$ cat src/wsa_pkg.sv
// Constants shared by the wake and management interrupt aggregator.
// Assumes byte-wide accesses at offsets inside one power-management block.
package wsa_pkg;

	// Register offsets inside the power-management block.
	localparam logic [7:0] OFF_DEV_WAKE_STS = 8'h0c;
	localparam logic [7:0] OFF_GPIO_WAKE_STS = 8'h0d;
	localparam logic [7:0] OFF_DEV_WAKE_EN = 8'h0e;
	localparam logic [7:0] OFF_GPIO_WAKE_EN = 8'h0f;
	localparam logic [7:0] OFF_WAKE_MST_STS = 8'h10;
	localparam logic [7:0] OFF_WAKE_MST_EN = 8'h11;
	localparam logic [7:0] OFF_PERIPH_SMI_STS = 8'h12;
	localparam logic [7:0] OFF_INPUT_SMI_STS = 8'h13;
	localparam logic [7:0] OFF_PERIPH_SMI_EN = 8'h14;
	localparam logic [7:0] OFF_INPUT_SMI_EN = 8'h15;

	// Value of every register after battery power-on reset.
	localparam logic [7:0] REG_RESET = 8'h00;

	// Writable bits of the device wake registers; bits 6 and 0 are reserved.
	localparam logic [7:0] DEV_WAKE_MASK = 8'hbe;
	// Master status and master enable live in bit 0 of their registers.
	localparam int MST_BIT = 0;

	// Device wake bit positions.
	localparam int DEV_BIT_IRQ = 7;
	localparam int DEV_BIT_RING = 5;
	localparam int DEV_BIT_MOUSE = 4;
	localparam int DEV_BIT_KEYS = 3;
	localparam int DEV_BIT_RI_A = 2;
	localparam int DEV_BIT_RI_B = 1;

	// Input management status and enable bit positions.
	localparam int IN_BIT_POINTER = 0;
	localparam int IN_BIT_KEYS = 1;
	localparam int IN_BIT_IR = 2;
	localparam int IN_BIT_BUTTON = 3;
	localparam int IN_BIT_KBC = 4;
	localparam int IN_BIT_TO_WAKE = 6;
	localparam int IN_BIT_PIN_DRIVE = 7;
	localparam int IN_BIT_SLEEP = 7;

	// Number of asynchronous wake-side inputs brought through the synchroniser.
	localparam int WAKE_IN_W = 15;

endpackage : wsa_pkg

$ cat src/wsa_edge_sync.sv
// Two-stage synchroniser with edge detection for a vector of inputs.
// Assumes the inputs are asynchronous levels and rst_n is already synchronised.
`timescale 1ns/1ps
`default_nettype none
module wsa_edge_sync
	import wsa_pkg::*;
#(
	parameter int WIDTH = 1,
	parameter bit BOTH_EDGES = 1'b0
) (
	input wire logic clock,
	input wire logic rst_n,
	input wire logic [WIDTH-1:0] din,
	output logic [WIDTH-1:0] evt
);

	typedef struct packed {
		logic [WIDTH-1:0] meta;
		logic [WIDTH-1:0] sync;
		logic [WIDTH-1:0] prev;
	} wsa_sync_s;

	wsa_sync_s q;
	wsa_sync_s d;

	// Next state: the first stage is read only by the second stage.
	always_comb begin
		d.meta = din;
		d.sync = q.meta;
		d.prev = q.sync;
	end

	// State registers.
	always_ff @(posedge clock or negedge rst_n) begin
		if (!rst_n) begin
			q <= '0;
		end else begin
			q <= d;
		end
	end

	// One pulse per rising transition, or per transition when BOTH_EDGES is set, taken from the settled stages only.
	assign evt = BOTH_EDGES ? (q.sync ^ q.prev) : (q.sync & ~q.prev);

	// A rising-edge pulse never lasts two cycles.
	a_edge_once: assert property (@(posedge clock) disable iff (!rst_n)
		(!BOTH_EDGES && |evt) |=> ((evt & $past(evt)) == '0))
		else $error("edge pulse lasted two cycles");

endmodule : wsa_edge_sync
`default_nettype wire

$ cat src/wsa_aggregator.sv
// Wake event and management interrupt aggregator with its register file.
// Assumes byte accesses on a synchronous port; rstn is battery power-on reset.
`timescale 1ns/1ps
`default_nettype none
module wsa_aggregator
	import wsa_pkg::*;
(
	input wire logic clock,
	input wire logic rstn,
	input wire logic [7:0] io_addr,
	input wire logic io_wr,
	input wire logic io_rd,
	input wire logic [7:0] io_wdata,
	output logic [7:0] io_rdata,
	input wire logic device_irq_wake,
	input wire logic ring_input_wake_n,
	input wire logic pointer_wake,
	input wire logic keys_wake,
	input wire logic serial_a_ring_wake,
	input wire logic serial_b_ring_wake,
	input wire logic [7:0] wake_pin,
	input wire logic button_event,
	input wire logic infrared_rx_sel,
	input wire logic parallel_irq_flag,
	input wire logic serial_b_irq_flag,
	input wire logic serial_a_irq_flag,
	input wire logic floppy_irq_flag,
	input wire logic pin_group_b_irq_flag,
	input wire logic pin_group_a_irq_flag,
	input wire logic watchdog_irq_flag,
	input wire logic pointer_irq_flag,
	input wire logic keys_irq_flag,
	input wire logic kbc_port_pin_flag,
	input wire logic sleep_request_smi,
	input wire logic mgmt_serirq_select,
	output logic wake_req_n,
	output logic wake_req_oe,
	output logic group_mgmt_irq_n,
	output logic group_mgmt_irq_oe,
	output logic mgmt_serirq_req
);

	////////////////////////////////////////////////////////////////////////////
	// Reset release.

	logic rst_meta_q;
	logic rst_n_q;

	// Battery reset asserts at once and releases through two flip-flops.
	always_ff @(posedge clock or negedge rstn) begin
		if (!rstn) begin
			rst_meta_q <= 1'b0;
			rst_n_q <= 1'b0;
		end else begin
			rst_meta_q <= 1'b1;
			rst_n_q <= rst_meta_q;
		end
	end

	////////////////////////////////////////////////////////////////////////////
	// Input synchronisers.

	logic [WAKE_IN_W-1:0] wake_raw;
	logic [WAKE_IN_W-1:0] wake_evt;
	logic ir_evt;

	// The ring input is active low, so it is inverted before sampling.
	assign wake_raw = {button_event, wake_pin, device_irq_wake,
		~ring_input_wake_n, pointer_wake, keys_wake,
		serial_a_ring_wake, serial_b_ring_wake};

	wsa_edge_sync #(.WIDTH(WAKE_IN_W), .BOTH_EDGES(1'b0)) u_wake_sync (
		.clock(clock),
		.rst_n(rst_n_q),
		.din(wake_raw),
		.evt(wake_evt)
	);

	// The infrared input counts both edges after the receive multiplexer.
	wsa_edge_sync #(.WIDTH(1), .BOTH_EDGES(1'b1)) u_ir_sync (
		.clock(clock),
		.rst_n(rst_n_q),
		.din(infrared_rx_sel),
		.evt(ir_evt)
	);

	////////////////////////////////////////////////////////////////////////////
	// State.

	typedef struct packed {
		logic [7:0] dev_sts;
		logic [7:0] gpio_sts;
		logic [7:0] dev_en;
		logic [7:0] gpio_en;
		logic mst_sts;
		logic mst_en;
		logic [7:0] peripheral_smi_enable;
		logic [7:0] input_smi_enable;
		logic ir_flag;
		logic btn_flag;
		logic slp_flag;
		logic grp_prev;
		logic [7:0] rdata;
		logic wake_n;
		logic wake_oe;
		logic smi_n;
		logic smi_oe;
		logic serirq;
	} wsa_state_s;

	wsa_state_s q;
	wsa_state_s d;

	logic [7:0] dev_evt;
	logic [7:0] gpio_evt;
	logic btn_evt;
	logic [7:0] periph_sts;
	logic [7:0] input_sts;
	logic [7:0] smi1_src;
	logic grp;
	logic route_evt;
	logic mst_set;
	logic rd_input_sts;

	// Event pulses placed at their status bit positions.
	always_comb begin
		dev_evt = '0;
		dev_evt[DEV_BIT_IRQ] = wake_evt[5];
		dev_evt[DEV_BIT_RING] = wake_evt[4];
		dev_evt[DEV_BIT_MOUSE] = wake_evt[3];
		dev_evt[DEV_BIT_KEYS] = wake_evt[2];
		dev_evt[DEV_BIT_RI_A] = wake_evt[1];
		dev_evt[DEV_BIT_RI_B] = wake_evt[0];
		gpio_evt = wake_evt[13:6];
		btn_evt = wake_evt[14];
	end

	// Live and latched management status, and the group combination.
	always_comb begin
		periph_sts = {watchdog_irq_flag, pin_group_a_irq_flag,
			pin_group_b_irq_flag, floppy_irq_flag, serial_a_irq_flag,
			serial_b_irq_flag, parallel_irq_flag, 1'b0};
		input_sts = '0;
		input_sts[IN_BIT_POINTER] = pointer_irq_flag;
		input_sts[IN_BIT_KEYS] = keys_irq_flag;
		input_sts[IN_BIT_IR] = q.ir_flag;
		input_sts[IN_BIT_BUTTON] = q.btn_flag;
		input_sts[IN_BIT_KBC] = kbc_port_pin_flag;
		input_sts[IN_BIT_SLEEP] = q.slp_flag;
		// Ring wake status doubles as the ring management status.
		smi1_src = periph_sts;
		smi1_src[0] = q.dev_sts[DEV_BIT_RING];
		grp = (|(smi1_src & q.peripheral_smi_enable))
			| (|(input_sts[3:0] & q.input_smi_enable[3:0]))
			| (input_sts[IN_BIT_KBC] & q.input_smi_enable[IN_BIT_KBC]);
		route_evt = grp & ~q.grp_prev & q.input_smi_enable[IN_BIT_TO_WAKE];
		// Only enabled sources may arm the master status.
		mst_set = (|(dev_evt & q.dev_en)) | (|(gpio_evt & q.gpio_en))
			| route_evt;
		rd_input_sts = io_rd && (io_addr == OFF_INPUT_SMI_STS);
	end

	////////////////////////////////////////////////////////////////////////////
	// Next state.

	// Register writes, sticky status with set winning over clear, outputs.
	always_comb begin
		d = q;
		d.grp_prev = grp;
		// Write-one-to-clear; a fresh event in the same cycle survives.
		d.dev_sts = (q.dev_sts & ~((io_wr && io_addr == OFF_DEV_WAKE_STS)
			? (io_wdata & DEV_WAKE_MASK) : 8'h00)) | dev_evt;
		d.gpio_sts = (q.gpio_sts & ~((io_wr && io_addr == OFF_GPIO_WAKE_STS)
			? io_wdata : 8'h00)) | gpio_evt;
		d.mst_sts = (q.mst_sts & ~(io_wr && io_addr == OFF_WAKE_MST_STS
			&& io_wdata[MST_BIT])) | mst_set;
		if (io_wr) begin
			unique case (io_addr)
				OFF_DEV_WAKE_EN: d.dev_en = io_wdata & DEV_WAKE_MASK;
				OFF_GPIO_WAKE_EN: d.gpio_en = io_wdata;
				OFF_WAKE_MST_EN: d.mst_en = io_wdata[MST_BIT];
				OFF_PERIPH_SMI_EN: d.peripheral_smi_enable = io_wdata;
				OFF_INPUT_SMI_EN: d.input_smi_enable = io_wdata & 8'hdf;
				default: d.mst_en = q.mst_en;
			endcase
		end
		// Latched input flags clear on a read; a same-cycle event wins.
		d.ir_flag = (q.ir_flag & ~rd_input_sts) | ir_evt;
		d.btn_flag = (q.btn_flag & ~rd_input_sts) | btn_evt;
		d.slp_flag = (q.slp_flag & ~rd_input_sts) | sleep_request_smi;
		// Read data returns the value before any clear-on-read.
		if (io_rd) begin
			unique case (io_addr)
				OFF_DEV_WAKE_STS: d.rdata = q.dev_sts;
				OFF_GPIO_WAKE_STS: d.rdata = q.gpio_sts;
				OFF_DEV_WAKE_EN: d.rdata = q.dev_en;
				OFF_GPIO_WAKE_EN: d.rdata = q.gpio_en;
				OFF_WAKE_MST_STS: d.rdata = {7'h00, q.mst_sts};
				OFF_WAKE_MST_EN: d.rdata = {7'h00, q.mst_en};
				OFF_PERIPH_SMI_STS: d.rdata = periph_sts;
				OFF_INPUT_SMI_STS: d.rdata = input_sts;
				OFF_PERIPH_SMI_EN: d.rdata = q.peripheral_smi_enable;
				OFF_INPUT_SMI_EN: d.rdata = q.input_smi_enable;
				default: d.rdata = 8'h00;
			endcase
		end
		// Open-drain wake request driven low while armed and enabled.
		d.wake_n = ~(d.mst_sts & d.mst_en);
		d.wake_oe = d.mst_sts & d.mst_en;
		// Group interrupt goes to the pin or the serial slot, else floats.
		d.smi_n = ~grp;
		d.smi_oe = q.input_smi_enable[IN_BIT_PIN_DRIVE] & ~mgmt_serirq_select;
		d.serirq = grp & q.input_smi_enable[IN_BIT_PIN_DRIVE] & mgmt_serirq_select;
	end

	// State registers; only the battery reset clears them.
	always_ff @(posedge clock or negedge rst_n_q) begin
		if (!rst_n_q) begin
			q <= '0;
			q.wake_n <= 1'b1;
			q.smi_n <= 1'b1;
		end else begin
			q <= d;
		end
	end

	// Ports come straight from the state flip-flops.
	assign io_rdata = q.rdata;
	assign wake_req_n = q.wake_n;
	assign wake_req_oe = q.wake_oe;
	assign group_mgmt_irq_n = q.smi_n;
	assign group_mgmt_irq_oe = q.smi_oe;
	assign mgmt_serirq_req = q.serirq;

	////////////////////////////////////////////////////////////////////////////
	// Checks.

	a_status_sticky: assert property (@(posedge clock)
		disable iff (!rst_n_q)
		|gpio_evt |=> ((q.gpio_sts & $past(gpio_evt)) == $past(gpio_evt)))
		else $error("wake event did not set its status bit");

	a_zero_write_keeps: assert property (@(posedge clock)
		disable iff (!rst_n_q)
		(io_wr && io_addr == OFF_GPIO_WAKE_STS)
		|=> ((q.gpio_sts & $past(q.gpio_sts & ~io_wdata))
			== $past(q.gpio_sts & ~io_wdata))
			&& ((q.gpio_sts & $past(io_wdata & ~gpio_evt)) == 8'h00))
		else $error("wake status write did not act as write-one-to-clear");

	a_wake_gated: assert property (@(posedge clock)
		disable iff (!rst_n_q)
		!wake_req_n |-> (q.mst_en && q.mst_sts && wake_req_oe))
		else $error("wake request without master enable and status");

	a_disabled_quiet: assert property (@(posedge clock)
		disable iff (!rst_n_q)
		$rose(q.mst_sts) |-> $past(mst_set))
		else $error("master status set without an enabled source");

	a_group_follows: assert property (@(posedge clock)
		disable iff (!rst_n_q)
		$changed(grp) |=> (group_mgmt_irq_n == !$past(grp)))
		else $error("group interrupt pin does not follow its sources");

	a_pin_floats: assert property (@(posedge clock)
		disable iff (!rst_n_q)
		!q.input_smi_enable[IN_BIT_PIN_DRIVE] |=> !group_mgmt_irq_oe && !mgmt_serirq_req)
		else $error("group interrupt driven while disabled");

	a_route_gate: assert property (@(posedge clock)
		disable iff (!rst_n_q)
		($rose(q.mst_sts)
			&& !$past((|(dev_evt & q.dev_en)) || (|(gpio_evt & q.gpio_en))))
		|-> $past(q.input_smi_enable[IN_BIT_TO_WAKE]))
		else $error("group interrupt reached wake logic while not routed");

	a_live_read: assert property (@(posedge clock)
		disable iff (!rst_n_q)
		(io_rd && io_addr == OFF_PERIPH_SMI_STS) |=> io_rdata == $past(periph_sts))
		else $error("peripheral status read is not live");

	a_ir_latch: assert property (@(posedge clock)
		disable iff (!rst_n_q)
		ir_evt |=> q.ir_flag ##1 (q.ir_flag || $past(rd_input_sts)))
		else $error("infrared transition not latched");

	a_read_clears: assert property (@(posedge clock)
		disable iff (!rst_n_q)
		(rd_input_sts && !btn_evt && !sleep_request_smi && !ir_evt)
		|=> !q.btn_flag && !q.slp_flag && !q.ir_flag)
		else $error("latched input flags survived a read");

	a_master_clear: assert property (@(posedge clock)
		disable iff (!rst_n_q)
		(io_wr && io_addr == OFF_WAKE_MST_STS && io_wdata[MST_BIT] && !mst_set)
		|=> !q.mst_sts && wake_req_n && !wake_req_oe)
		else $error("master status write did not stop the wake request");

endmodule : wsa_aggregator
`default_nettype wire

$ cat config.mk
export PLATFORM = sky130hd
export DESIGN_NAME = wsa_aggregator
export DESIGN_NICKNAME = d
export VERILOG_FILES = /design/src/wsa_pkg.sv /design/src/wsa_edge_sync.sv /design/src/wsa_aggregator.sv
export SDC_FILE = /design/constraint.sdc
export NUM_CORES = 1
export LEC_CHECK = 0
export BUFFER_PORTS_ARGS = -buffer_cell sky130_fd_sc_hd__buf_4
export CORE_ASPECT_RATIO = 0.75
export CORE_MARGIN = 4
export CORE_UTILIZATION = 28
export DETAILED_ROUTE_END_ITERATION = 8
export HOLD_SLACK_MARGIN = 0.02
export SLEW_MARGIN = 20
export SYNTH_ARGS = -nofsm -noshare
export SYNTH_HDL_FRONTEND = slang
export SYNTH_SLANG_ARGS = --single-unit
$ cat constraint.sdc
create_clock -name clock -period 4.17 [get_ports clock]
set_input_delay 0.2085 -clock clock [delete_from_list [all_inputs] [get_ports clock]]
set_output_delay 0.2085 -clock clock [all_outputs]
set_load 0.1 [all_outputs]
==> reports/results.tsv, run 1 <==
stage	metric	value	unit
sta	Final Hold Viols	0	
detailed_routing	Vias	2839	
setup_path	Worst Path Required	4.40	ns
setup_path	CP endpoint kind	flop	
grt	GRT Total Usage	0.119	
grt	vias in the first global route	3009	
placement	post-DP HPWL	7640	um
sta	Final period util	0.471	
setup_path	Reg2Reg Depth	4	
floorplanning	die width	154	um
hold_path	Min-Delay Path Class	input pin to flop	
sta	Setup Skew	0.00921	ns
synthesis	FF+latch count, synth	112	
sta	Final Max Slew Viols	0	
power_and_ir_drop	Switching Share	0.253	
floorplanning	Die Span Y	118	um
synthesis	ys flop type	dfrtp_1	
setup_path	RR Endpoint	q[34]$_DFF_PN0_	
synthesis	largest area contributor in the netlist	dfrtp_1	
setup_path	Buf/Inv on CP	0	
cells_and_area	NumNets Final	447	
cts	CTS Buf Count	9	
cts	worst skew pair latency	0.35	ns
synthesis	most frequent cells after synthesis	dfrtp_1, mux2_2, nand2_1	
power_and_ir_drop	Reg power frac	0.524	
placement	routability cong.	0.874	
detailed_routing	drt via density	4.66	
cts	CTS H-tree lvls	3	
placement	PortBufs	60	
detailed_routing	WL/cell	17.0	um
detailed_routing	TritonRoute pass-1 iters	4	
grt	largest net degree at the start of global routing	40	
cells_and_area	# diodes	0	
synthesis	sequential fraction of the synthesis area	0.624	
power_and_ir_drop	Peak VDD IR	176	uV
setup_path	WP data arrival	2.19	ns
sta	slew margin rel.	0.355	
grt	grt ovf	0	
synthesis	post-synth top area share	0.612	
setup_path	Stages on worst setup path	4	
setup_path	Critical Path Start Type	flop	
synthesis	top cells by area, synth	dfrtp_1, mux2_2, mux4_2	
floorplanning	Core Box Area	15500	um^2
detailed_routing	Total Wirelength	10400	um
synthesis	Synth Instances	325	
detailed_routing	DRC violations left	0	
cells_and_area	FF/Latch Area	2810	um^2
cells_and_area	footprint of the multi-input gates	1530	um^2
placement	dpl ws	2.00	ns
floorplanning	row count	39	
setup_path	slowest stage delay, CP	0.56	ns
outcome	outcome	complete, no violations	
synthesis	syn nets	373	
synthesis	Post-Syn Area per Cell	13.8	um^2
setup_path	CP Capture Point	q[34]$_DFF_PN0_	
detailed_routing	initial DRC count	181	
synthesis	post-synthesis async set-or-reset flop share	1.00	
setup_path	most frequent CP cell	or4_1	
cts	# Post-CTS Setup Buffers	0	
cells_and_area	Final Cell Area	5600	um^2
floorplanning	initial core utilization	0.291	
sta	final setup margin	2.21	ns
setup_path	CP Class	flop to flop	
synthesis	Synth Cell Area	4500	um^2
setup_path	crit-path cells	nor2b_1 -> a22o_1 -> or4_1 -> or4_1	
setup_path	CP max FO	3	
synthesis	Yosys cell types	47	
cts	clock buffer depth	2	
cts	clk sinks	112	
power_and_ir_drop	P_leak	2.45	nW
cts	CTS tree	done	
power_and_ir_drop	Clock Power Share	0.385	
cells_and_area	Filler Cell Count	1510	
cts	cts repair resizes	0	
power_and_ir_drop	pwr/cell area	396	nW/um^2
floorplanning	io pins	61	
sta	Final setup violation count	0	
cts	clock-pin slew on the worst setup and hold paths	0.08	ns
power_and_ir_drop	switching power	0.561	mW
setup_path	CP delay by family, top	simple AND/OR/NAND/NOR gates	
sta	worst-margin pin slew	0.959	ns
sta	f_max	509	MHz
grt	first-pass GRT wire length	17000	um
synthesis	Yosys Warn Count	0	
cells_and_area	Final Util	0.362	
grt	initial antenna violation count	0	
synthesis	Post-synth EDFFs	0	
power_and_ir_drop	Comb pwr share	0.091	
synthesis	most common cell in the netlist	dfrtp_1	
cts	root buffer cell	clkbuf_16	
sta	setup_tns	0	ns
sta	RSZ-0062 raised after global routing	false	
setup_path	CP max-delay cell	or4_1	
detailed_routing	Routed Antenna Nets	0	
sta	Period minus WS final	1.96	ns
cells_and_area	area delta synth->final	24.4	%
floorplanning	die footprint	18200	um^2
power_and_ir_drop	Internal	1.66	mW
cells_and_area	share of layout cells above drive strength 1	0.329	
placement	Placed Area	5120	um^2
setup_path	crit path launch	u_wake_sync.d[8]$_DFF_PN0_	
setup_path	Reg2Reg Launch Point	u_wake_sync.d[8]$_DFF_PN0_	
run	MaxCap Viol Count	0	
setup_path	R2R setup slack	2.21	ns
[placed cells by master (no fill, tap or decap), types with 4 or more instances in the layout]
master and instances:
mux2i_1 12, nand4_1 4, dfrtp_1 109, mux4_2 6, a21o_1 15, o221a_2 6
o22ai_1 7, nor2_1 4, nand3_1 10, dlygate4sd3_1 18, a22o_1 5, mux2_2 33
nor2b_1 16, buf_4 63, nand2_1 20, a22oi_1 9, inv_1 15, clkbuf_16 9
[kinds of logic after synthesis]
logic type / after synthesis / synth area share
XOR/XNOR: 1 / 0.00195
other: 1 / 0.000834
AND/OR/NAND/NOR: 75 / 0.101
buffers and inverters: 33 / 0.0370
multiplexers: 51 / 0.139
AO/OA/AOI/OAI: 52 / 0.0960
flip-flops: 112 / 0.624
[registers in the layout, summed over array words and instances (netlist names)]
| name | count |
|---|---|
| rst_n_q | 1 |
| io_rdata | 8 |
| rst_meta_q | 1 |
| group_mgmt_irq_n | 1 |
| wake_req_oe | 1 |
| q | 46 |
| wake_req_n | 1 |
| u_ir_sync.q | 1 |
| u_wake_sync.q | 15 |
| u_wake_sync.d | 30 |
| group_mgmt_irq_oe | 1 |
| u_ir_sync.d | 2 |
| input_sts | 3 |
| mgmt_serirq_req | 1 |
[per-stage QoR]
stage	total power [mW]	hold slack (ns)	std cells
after floorplan	1.29	-0.0871	325
after global routing	2.32	0.0357	609
after global placement	1.37	-0.00934	575
after detailed placement	1.37	-0.00624	575
final	2.22	0.0392	609
after CTS	2.25	0.0329	609
[cell type report]
cell class,count,area share
Inverter,15,0.0101
Multi-Input combinational cell,180,0.273
Clock inverter,6,0.0101
Timing Repair Buffer,81,0.117
Tap cell,205,0.0458
Sequential cell,112,0.502
Clock buffer,10,0.0427
[worst reg2reg max path: stages (launching register included)]
cell and delay (ns):
dfrtp_1 0.38, nor2b_1 0.16, a22o_1 0.26, or4_1 0.56
or4_1 0.49
[repair_timing]
action | CTS | global route
setup endpoints to repair | 0 | 0
hold buffers | 18 | 0
endpoints found under the hold margin | 19 | 0
[worst min-delay path by stage]
| stage | from | depth (start not counted) | slack (ns) | end |
|---|---|---|---|---|
| global route | sleep_request_smi | 2 | 0.04 | input_sts[7]$_DFF_PN0_ |
| global placement | rstn | 1 | -0.009 | rst_meta_q$_DFF_PN0_ |
| floorplan | rstn | 0 | -0.09 | rst_meta_q$_DFF_PN0_ |
| detailed placement | rstn | 1 | -0.006 | rst_meta_q$_DFF_PN0_ |
| CTS | sleep_request_smi | 2 | 0.03 | input_sts[7]$_DFF_PN0_ |
| finish | sleep_request_smi | 2 | 0.04 | input_sts[7]$_DFF_PN0_ |
[layer usage]
layer | part of all wire | vias up | global-route usage
li1 | - | 1314 | -
met5 | 0 | - | 0
met2 | 0.46 | 95 | 0.179
met1 | 0.46 | 1413 | 0.168
met3 | 0.064 | 17 | 0.0345
met4 | 0.018 | 0 | 0.0364
[power by group through the flow]
stage | sequential [mW] | combinational (mW) | clock (mW)
floorplan | 1.22 | 0.0726 | 0
global placement | 1.18 | 0.187 | 0
detailed placement | 1.18 | 0.191 | 0
CTS | 1.16 | 0.205 | 0.882
global route | 1.17 | 0.221 | 0.932
finish | 1.16 | 0.202 | 0.855
(Power assumes the default switching activity.)
==> run 2: changes to the inputs <==
Settings changed: ABC_AREA set to 1.
Clock period 4.17 ns to 1.9 ns, I/O delays scaled along.
==> run 2 against run 1 <==
  * Hold slack better by 0.012 ns
  * Design area up 4.1%
  * Synthesized cell count up 57%
  * Power up 120%
  * Non-clock buffer count up 2
  * Utilization down 0.47 points
  * Clock skew about the same
  * Sequential power up 120%
  * Sequential share of layout area down 2.0 points
  * Die area up 5.3%
  * Worst setup slack worse by 1.6 ns
  * Critical path depth up 3
  * Largest cell class unchanged
==> reports/results.tsv, run 2 <==
stage	metric	value	unit	change
synthesis	most common cell in the netlist	nand2_1		
cts	cts repair resizes	0		unchanged
placement	post-DP HPWL	8670	um	+13%
synthesis	most frequent cells after synthesis	nand2_1, dfrtp_1, nand3_1		
cts	CTS tree	done		
sta	slew margin rel.	0.612		+0.257
cells_and_area	leading cell type in the layout, fill and taps excluded	nand2_1		
cells_and_area	Final Util	0.357		-0.00475
floorplanning	Core Box Area	16300	um^2	+5.5%
sta	Period minus WS final	1.33	ns	-0.629 ns
sta	Final Max Slew Viols	0		unchanged
setup_path	CP Class	flop to flop		
detailed_routing	TritonRoute pass-1 iters	5		+1
cells_and_area	NumNets Final	630		+41%
power_and_ir_drop	pwr/cell area	832	nW/um^2	+110%
detailed_routing	met3 wire len	952	um	+43%
detailed_routing	Total Wirelength	11600	um	+12%
synthesis	post-synth top area share	0.579		-0.0326
grt	first-pass GRT wire length	19000	um	+12%
sta	worst-margin pin slew	0.582	ns	-0.377 ns
synthesis	mux contribution to synthesized area	0		-0.139
outcome	outcome	complete, no violations		
synthesis	largest area contributor in the netlist	dfrtp_1		
grt	vias in the first global route	3654		+21%
cts	CTS Buf Count	9		unchanged
floorplanning	die footprint	19100	um^2	+5.3%
synthesis	Synth Instances	509		+57%
synthesis	Synth Area in Compound Gates	0.0635		-0.0325
grt	initial antenna violation count	0		unchanged
detailed_routing	WL/cell	14.6	um	-15%
sta	Final Hold Viols	0		unchanged
cts	root buffer cell	clkbuf_16		
detailed_routing	Met2 Wirelength	5110	um	+7.9%
setup_path	Worst Path Required	2.19	ns	-2.21 ns
placement	dpl ws	0.435	ns	-1.56 ns
detailed_routing	drt via density	4.66		about the same
cells_and_area	most frequent cells in the layout	nand2_1, dfrtp_1, nand3_1		
sta	Final period util	0.702		+0.231
floorplanning	initial core utilization	0.291		+0.000394
floorplanning	row count	40		+2.6%
detailed_routing	wire length on met1	5390	um	+12%
cells_and_area	number of flip-flops in the largest register	46		unchanged
synthesis	Yosys Warn Count	0		unchanged
floorplanning	die width	158	um	+2.6%
sta	final setup margin	0.566	ns	-1.64 ns
cells_and_area	area delta synth->final	22.6	%	
setup_path	WP data arrival	1.63	ns	-0.56 ns
sta	Final setup violation count	0		unchanged
sta	setup_tns	0	ns	unchanged
placement	routability cong.	0.999		+14%
detailed_routing	Vias	3713		+31%
sta	Setup Skew	0.00887	ns	-0.000340 ns
detailed_routing	DRC violations left	0		unchanged
synthesis	syn nets	557		+49%
cells_and_area	# diodes	0		unchanged
synthesis	Post-Synth Adder-Cell Area	0		unchanged
synthesis	Synth Area in XOR/XNOR	0.00184		-0.000104
hold_path	Min-Delay Path Class	input pin to async pin		
grt	GRT Total Usage	0.128		+0.00891
synthesis	Synth Cell Area	4750	um^2	+5.6%
placement	Placed Area	5340	um^2	+4.2%
cts	clock buffer depth	2		unchanged
detailed_routing	Top Layer Used	met4		
power_and_ir_drop	Peak VDD IR	440	uV	+150%
detailed_routing	initial DRC count	345		+91%
synthesis	FF+latch count, synth	112		unchanged
sta	RSZ-0062 raised after global routing	false		
synthesis	post-synthesis async set-or-reset flop share	1.00		unchanged
cells_and_area	Final Cell Area	5830	um^2	+4.1%
synthesis	Post-Syn Area per Cell	9.33	um^2	-33%
detailed_routing	Routed Antenna Nets	0		unchanged
cts	CTS H-tree lvls	3		unchanged
cts	clk sinks	112		unchanged
setup_path	CP max FO	3		unchanged
synthesis	Yosys cell types	28		-40%
synthesis	Synth Area in Simple Gates	0.275		+0.173
synthesis	Post-synth EDFFs	0		unchanged
cts	worst skew pair latency	0.35	ns	about the same
floorplanning	io pins	61		unchanged
grt	largest net degree at the start of global routing	111		+180%
cells_and_area	share of layout cells above drive strength 1	0.206		-0.123
power_and_ir_drop	P_leak	2.83	nW	+16%
synthesis	sequential fraction of the synthesis area	0.590		-0.0332
cts	clock-pin slew on the worst setup and hold paths	0.08	ns	about the same
sta	f_max	750	MHz	+47%
synthesis	largest family of logic cells by synthesized area	simple AND/OR/NAND/NOR gates		
cells_and_area	Filler Cell Count	1667		+10%
sta	Hold WS	0.0515	ns	+0.0124 ns
run	MaxCap Viol Count	0		unchanged
synthesis	ys flop type	dfrtp_1		
placement	PortBufs	60		unchanged
synthesis	top cells by area, synth	dfrtp_1, nand2_1, nand3_1		
setup_path	CP endpoint kind	flop		
setup_path	Critical Path Start Type	flop		
floorplanning	Die Span Y	121	um	+2.6%
cells_and_area	most flop-heavy register	q		
grt	grt ovf	0		unchanged
run 2: kinds of logic after synthesis:
family          Yosys count
flops                   112
compound gates           53
other cells               1
xor+xnor                  1
simple gates            278
buf+inv                  64
run 2: per-layer routing:
metal / vias up / global-route usage
met2: 135 / 0.184
met3: 15 / 0.0444
met5: - / 0
li1: 1779 / -
met1: 1784 / 0.186
met4: 0 / 0.0288
run 2: report_power, final:
| group | internal (mW) | switching [mW] | total, mW |
|---|---|---|---|
| registers | 2.49 | 0.0602 | 2.55 |
| clock network | 0.918 | 0.904 | 1.82 |
| logic | 0.163 | 0.313 | 0.477 |
run 2: worst paths after layout:
| check | from | to | slack (ns) | cells past startpoint |
|---|---|---|---|---|
| worst max register to register | q[37]$_DFFE_PN0P_ | wake_req_n$_DFF_PN1_ | 0.57 | 7 |
| worst min-delay path | rstn | rst_n_q$_DFF_PN0_ | 0.05 | 2 |
| min in group clock | io_wdata[6] | q[23]$_DFFE_PN0P_ | 0.09 | 3 |
| worst max-delay path | q[37]$_DFFE_PN0P_ | wake_req_n$_DFF_PN1_ | 0.57 | 7 |
| worst min register to register | u_wake_sync.d[19]$_DFF_PN0_ | u_wake_sync.d[4]$_DFF_PN0_ | 0.34 | 0 |
| max in group asynchronous | rst_n_q$_DFF_PN0_ | q[19]$_DFFE_PN0P_ | 1.06 | 1 |
run 2: timing repair:
| action | CTS | global route |
|---|---|---|
| hold buffers | 20 | 0 |
| setup buffers | 0 | 0 |
| hold endpoints to repair | 26 | 0 |
run 2: worst max-delay path, stage by stage (launching register included):
cell	delay, ns
dfrtp_1	0.42
nand3_1	0.10
nand3_1	0.08
nor2_1	0.20
nand2_1	0.14
nor2_2	0.18
nand2_1	0.09
nand2_1	0.07
run 2: final cells by class:
cell class                      count  area, um^2  share of cell area
Clock inverter                      7        62.6              0.0107
Tap cell                          210         263              0.0451
Sequential cell                   112        2810               0.482
Timing Repair Buffer               83         686               0.118
Inverter                           43         161              0.0277
Clock buffer                        9         225              0.0387
Multi-Input combinational cell    333        1620               0.278
run 2: per-stage QoR:
stage | instances | power [mW]
2_1_floorplan | 509 | 2.86
3_5_place_dp | 761 | 3.05
4_1_cts | 797 | 4.91
5_1_grt | 797 | 5.09
3_3_place_gp | 761 | 3.04
6_report | 797 | 4.85
==> run 3: changes to the inputs <==
Settings changed: ABC_AREA 1 to 0.
Clock period 1.9 ns to 1.1 ns, I/O delays scaled along.
==> run 3 against run 2 <==
  * The flow now finishes with violations (setup timing)
  * Worst setup slack worse by 1.3 ns
  * Combinational power up 140%
  * Global-route usage up 0.48 points
  * Sequential share of layout area down 7.0 points
  * Sequential cell count unchanged
  * Power up 83%
  * Die area down 5.0%
  * Critical endpoint is now wake_req_oe$_DFF_PN0_
  * Largest cell class unchanged
==> reports/results.tsv, run 3 (synthesis gave the netlist of run 1 again) <==
stage	metric	value	unit	change
setup_path	CP Class	flop to flop		
cts	worst skew pair latency	0.35	ns	about the same
floorplanning	initial core utilization	0.291		-0.000394
cells_and_area	leading cell type in the layout, fill and taps excluded	buf_4		
placement	Cells after DPL	645		-15%
grt	first-pass GRT wire length	19000	um	-0.15%
cts	clock-pin slew on the worst setup and hold paths	0.08	ns	about the same
sta	Hold WS	0.0443	ns	-0.00717 ns
sta	Final Max Slew Viols	0		unchanged
detailed_routing	WL/cell	16.7	um	+15%
detailed_routing	Total Wirelength	11700	um	+0.45%
floorplanning	Die Span Y	118	um	-2.5%
cells_and_area	NumNets Final	535		-15%
cells_and_area	share of layout cells above drive strength 1	0.512		+0.306
floorplanning	die width	154	um	-2.6%
detailed_routing	Routed Antenna Nets	0		unchanged
cells_and_area	number of flip-flops in the largest register	46		unchanged
cells_and_area	# diodes	0		unchanged
power_and_ir_drop	P_leak	3.05	nW	+7.8%
sta	Final setup violation count	57		+57
hold_path	Min-Delay Path Class	input pin to flop		
sta	RSZ-0062 raised after global routing	true		
cells_and_area	Final Cell Area	6810	um^2	+17%
power_and_ir_drop	pwr/cell area	1300	nW/um^2	+56%
sta	Final period util	1.66		+0.963
cts	clk sinks	112		unchanged
placement	post-DP HPWL	8490	um	-2.1%
cells_and_area	most frequent cells in the layout	buf_4, dfrtp_1, dlygate4sd3_1		
cells_and_area	most flop-heavy register	q		
cts	clock buffer depth	2		unchanged
outcome	outcome	finished with violations		
detailed_routing	Vias	3188		-14%
setup_path	WP data arrival	2.06	ns	+0.43 ns
cts	CTS H-tree lvls	3		unchanged
cts	root buffer cell	clkbuf_16		
cells_and_area	non-filler cells, final	697		-13%
placement	Placed Area	5850	um^2	+9.6%
setup_path	CP max FO	3		unchanged
floorplanning	io pins	61		unchanged
detailed_routing	DRC violations left	0		unchanged
grt	grt ovf	0		unchanged
sta	setup_tns	-10.32	ns	-10.32 ns
power_and_ir_drop	Peak VDD IR	720	uV	+64%
floorplanning	die footprint	18200	um^2	-5.0%
detailed_routing	initial DRC count	205		-41%
cts	CTS Buf Count	9		unchanged
setup_path	Worst Path Required	1.33	ns	-0.86 ns
outcome	failing checks	setup timing		
sta	f_max	546	MHz	-27%
sta	Period minus WS final	1.83	ns	+0.498 ns
floorplanning	row count	39		-2.5%
grt	vias in the first global route	3435		-6.0%
sta	Final Hold Viols	0		unchanged
detailed_routing	TritonRoute pass-1 iters	4		-1
power_and_ir_drop	power consumption	8.87	mW	+83%
sta	Setup Skew	0.00951	ns	+0.000635 ns
setup_path	CP endpoint kind	flop		
placement	PortBufs	60		unchanged
floorplanning	Core Box Area	15500	um^2	-5.2%
detailed_routing	drt via density	4.57		-1.8%
grt	largest net degree at the start of global routing	47		-58%
placement	routability cong.	0.841		-16%
cells_and_area	area delta synth->final	51.4	%	
setup_path	Critical Path Start Type	flop		
grt	initial antenna violation count	0		unchanged
run	MaxCap Viol Count	0		unchanged
grt	GRT Total Usage	0.133		+0.00477
sta	final setup margin	-0.731	ns	-1.30 ns
cts	CTS tree	done		
## run 3: cell count changes in the layout (fill, tap and decap cells not counted), sizes merged, moves of 28 or more
| cell | change |
|---|---|
| o21ai | -50 |
| inv | -28 |
| nand2 | -137 |
| buf | +79 |
| mux2 | +33 |
| nor2 | -34 |
| nand3 | -57 |
## run 3: area by class of cell
class / instances / area, um^2
clock buffer: 11 / 243
clock inverter: 5 / 63.8
fill: 1397 / 8660
inverter: 15 / 56.3
multi-input combinational: 180 / 1890
sequential: 112 / 2810
tap: 205 / 256
timing repair buffer: 169 / 1490
## run 3: report_power, final
part	internal [mW]	switching (mW)	total (mW)
registers	4.30	0.104	4.40
clock network	1.85	1.46	3.32
logic	0.587	0.560	1.15
## run 3: layer usage
layer  GRT usage  vias to the layer above  wire (um)
li1            -                     1495          -
met4      0.0243                        0         46
met3      0.0412                        4        752
met1       0.196                     1614       5490
met5           0                        -          0
met2       0.195                       75       5360
## run 3: final timing paths
kind                       cells after the start                     endpoint  slack [ns]                       start
min reg2reg                                    0  u_wake_sync.d[27]$_DFF_PN0_        0.18           rst_n_q$_DFF_PN0_
min                                            2            q[45]$_DFFE_PN0P_        0.04                 io_wdata[2]
min in group asynchronous                      0  u_wake_sync.d[27]$_DFF_PN0_        0.18           rst_n_q$_DFF_PN0_
max in group asynchronous                      3            rst_n_q$_DFF_PN0_        0.40                        rstn
max                                            4        wake_req_oe$_DFF_PN0_       -0.73  u_wake_sync.d[8]$_DFF_PN0_
max reg2reg                                    4        wake_req_oe$_DFF_PN0_       -0.73  u_wake_sync.d[8]$_DFF_PN0_
## run 3: metrics by stage
step,setup slack [ns],utilization
global route,-0.788,0.440
detailed placement,-0.789,0.378
finish,-0.731,0.440
floorplan,-0.688,-
global placement,-0.750,0.378
CTS,-0.730,0.431
## run 3: repair_timing
action / 4_1_cts / 5_1_grt
pin swaps: 14 / 16
setup endpoints to repair: 61 / 63
buffers inserted: 4 / 12
gates resized for setup: 43 / 27
hold buffers: 27 / 0
endpoints found under the hold margin: 50 / 0
cloned: 0 / 0
## run 3: worst max-delay path: stages (launching register included)
cell and delay, ns:
dfrtp_1 0.39, nor2b_4 0.13, a22o_1 0.22, or4_4 0.53, o41a_1 0.43
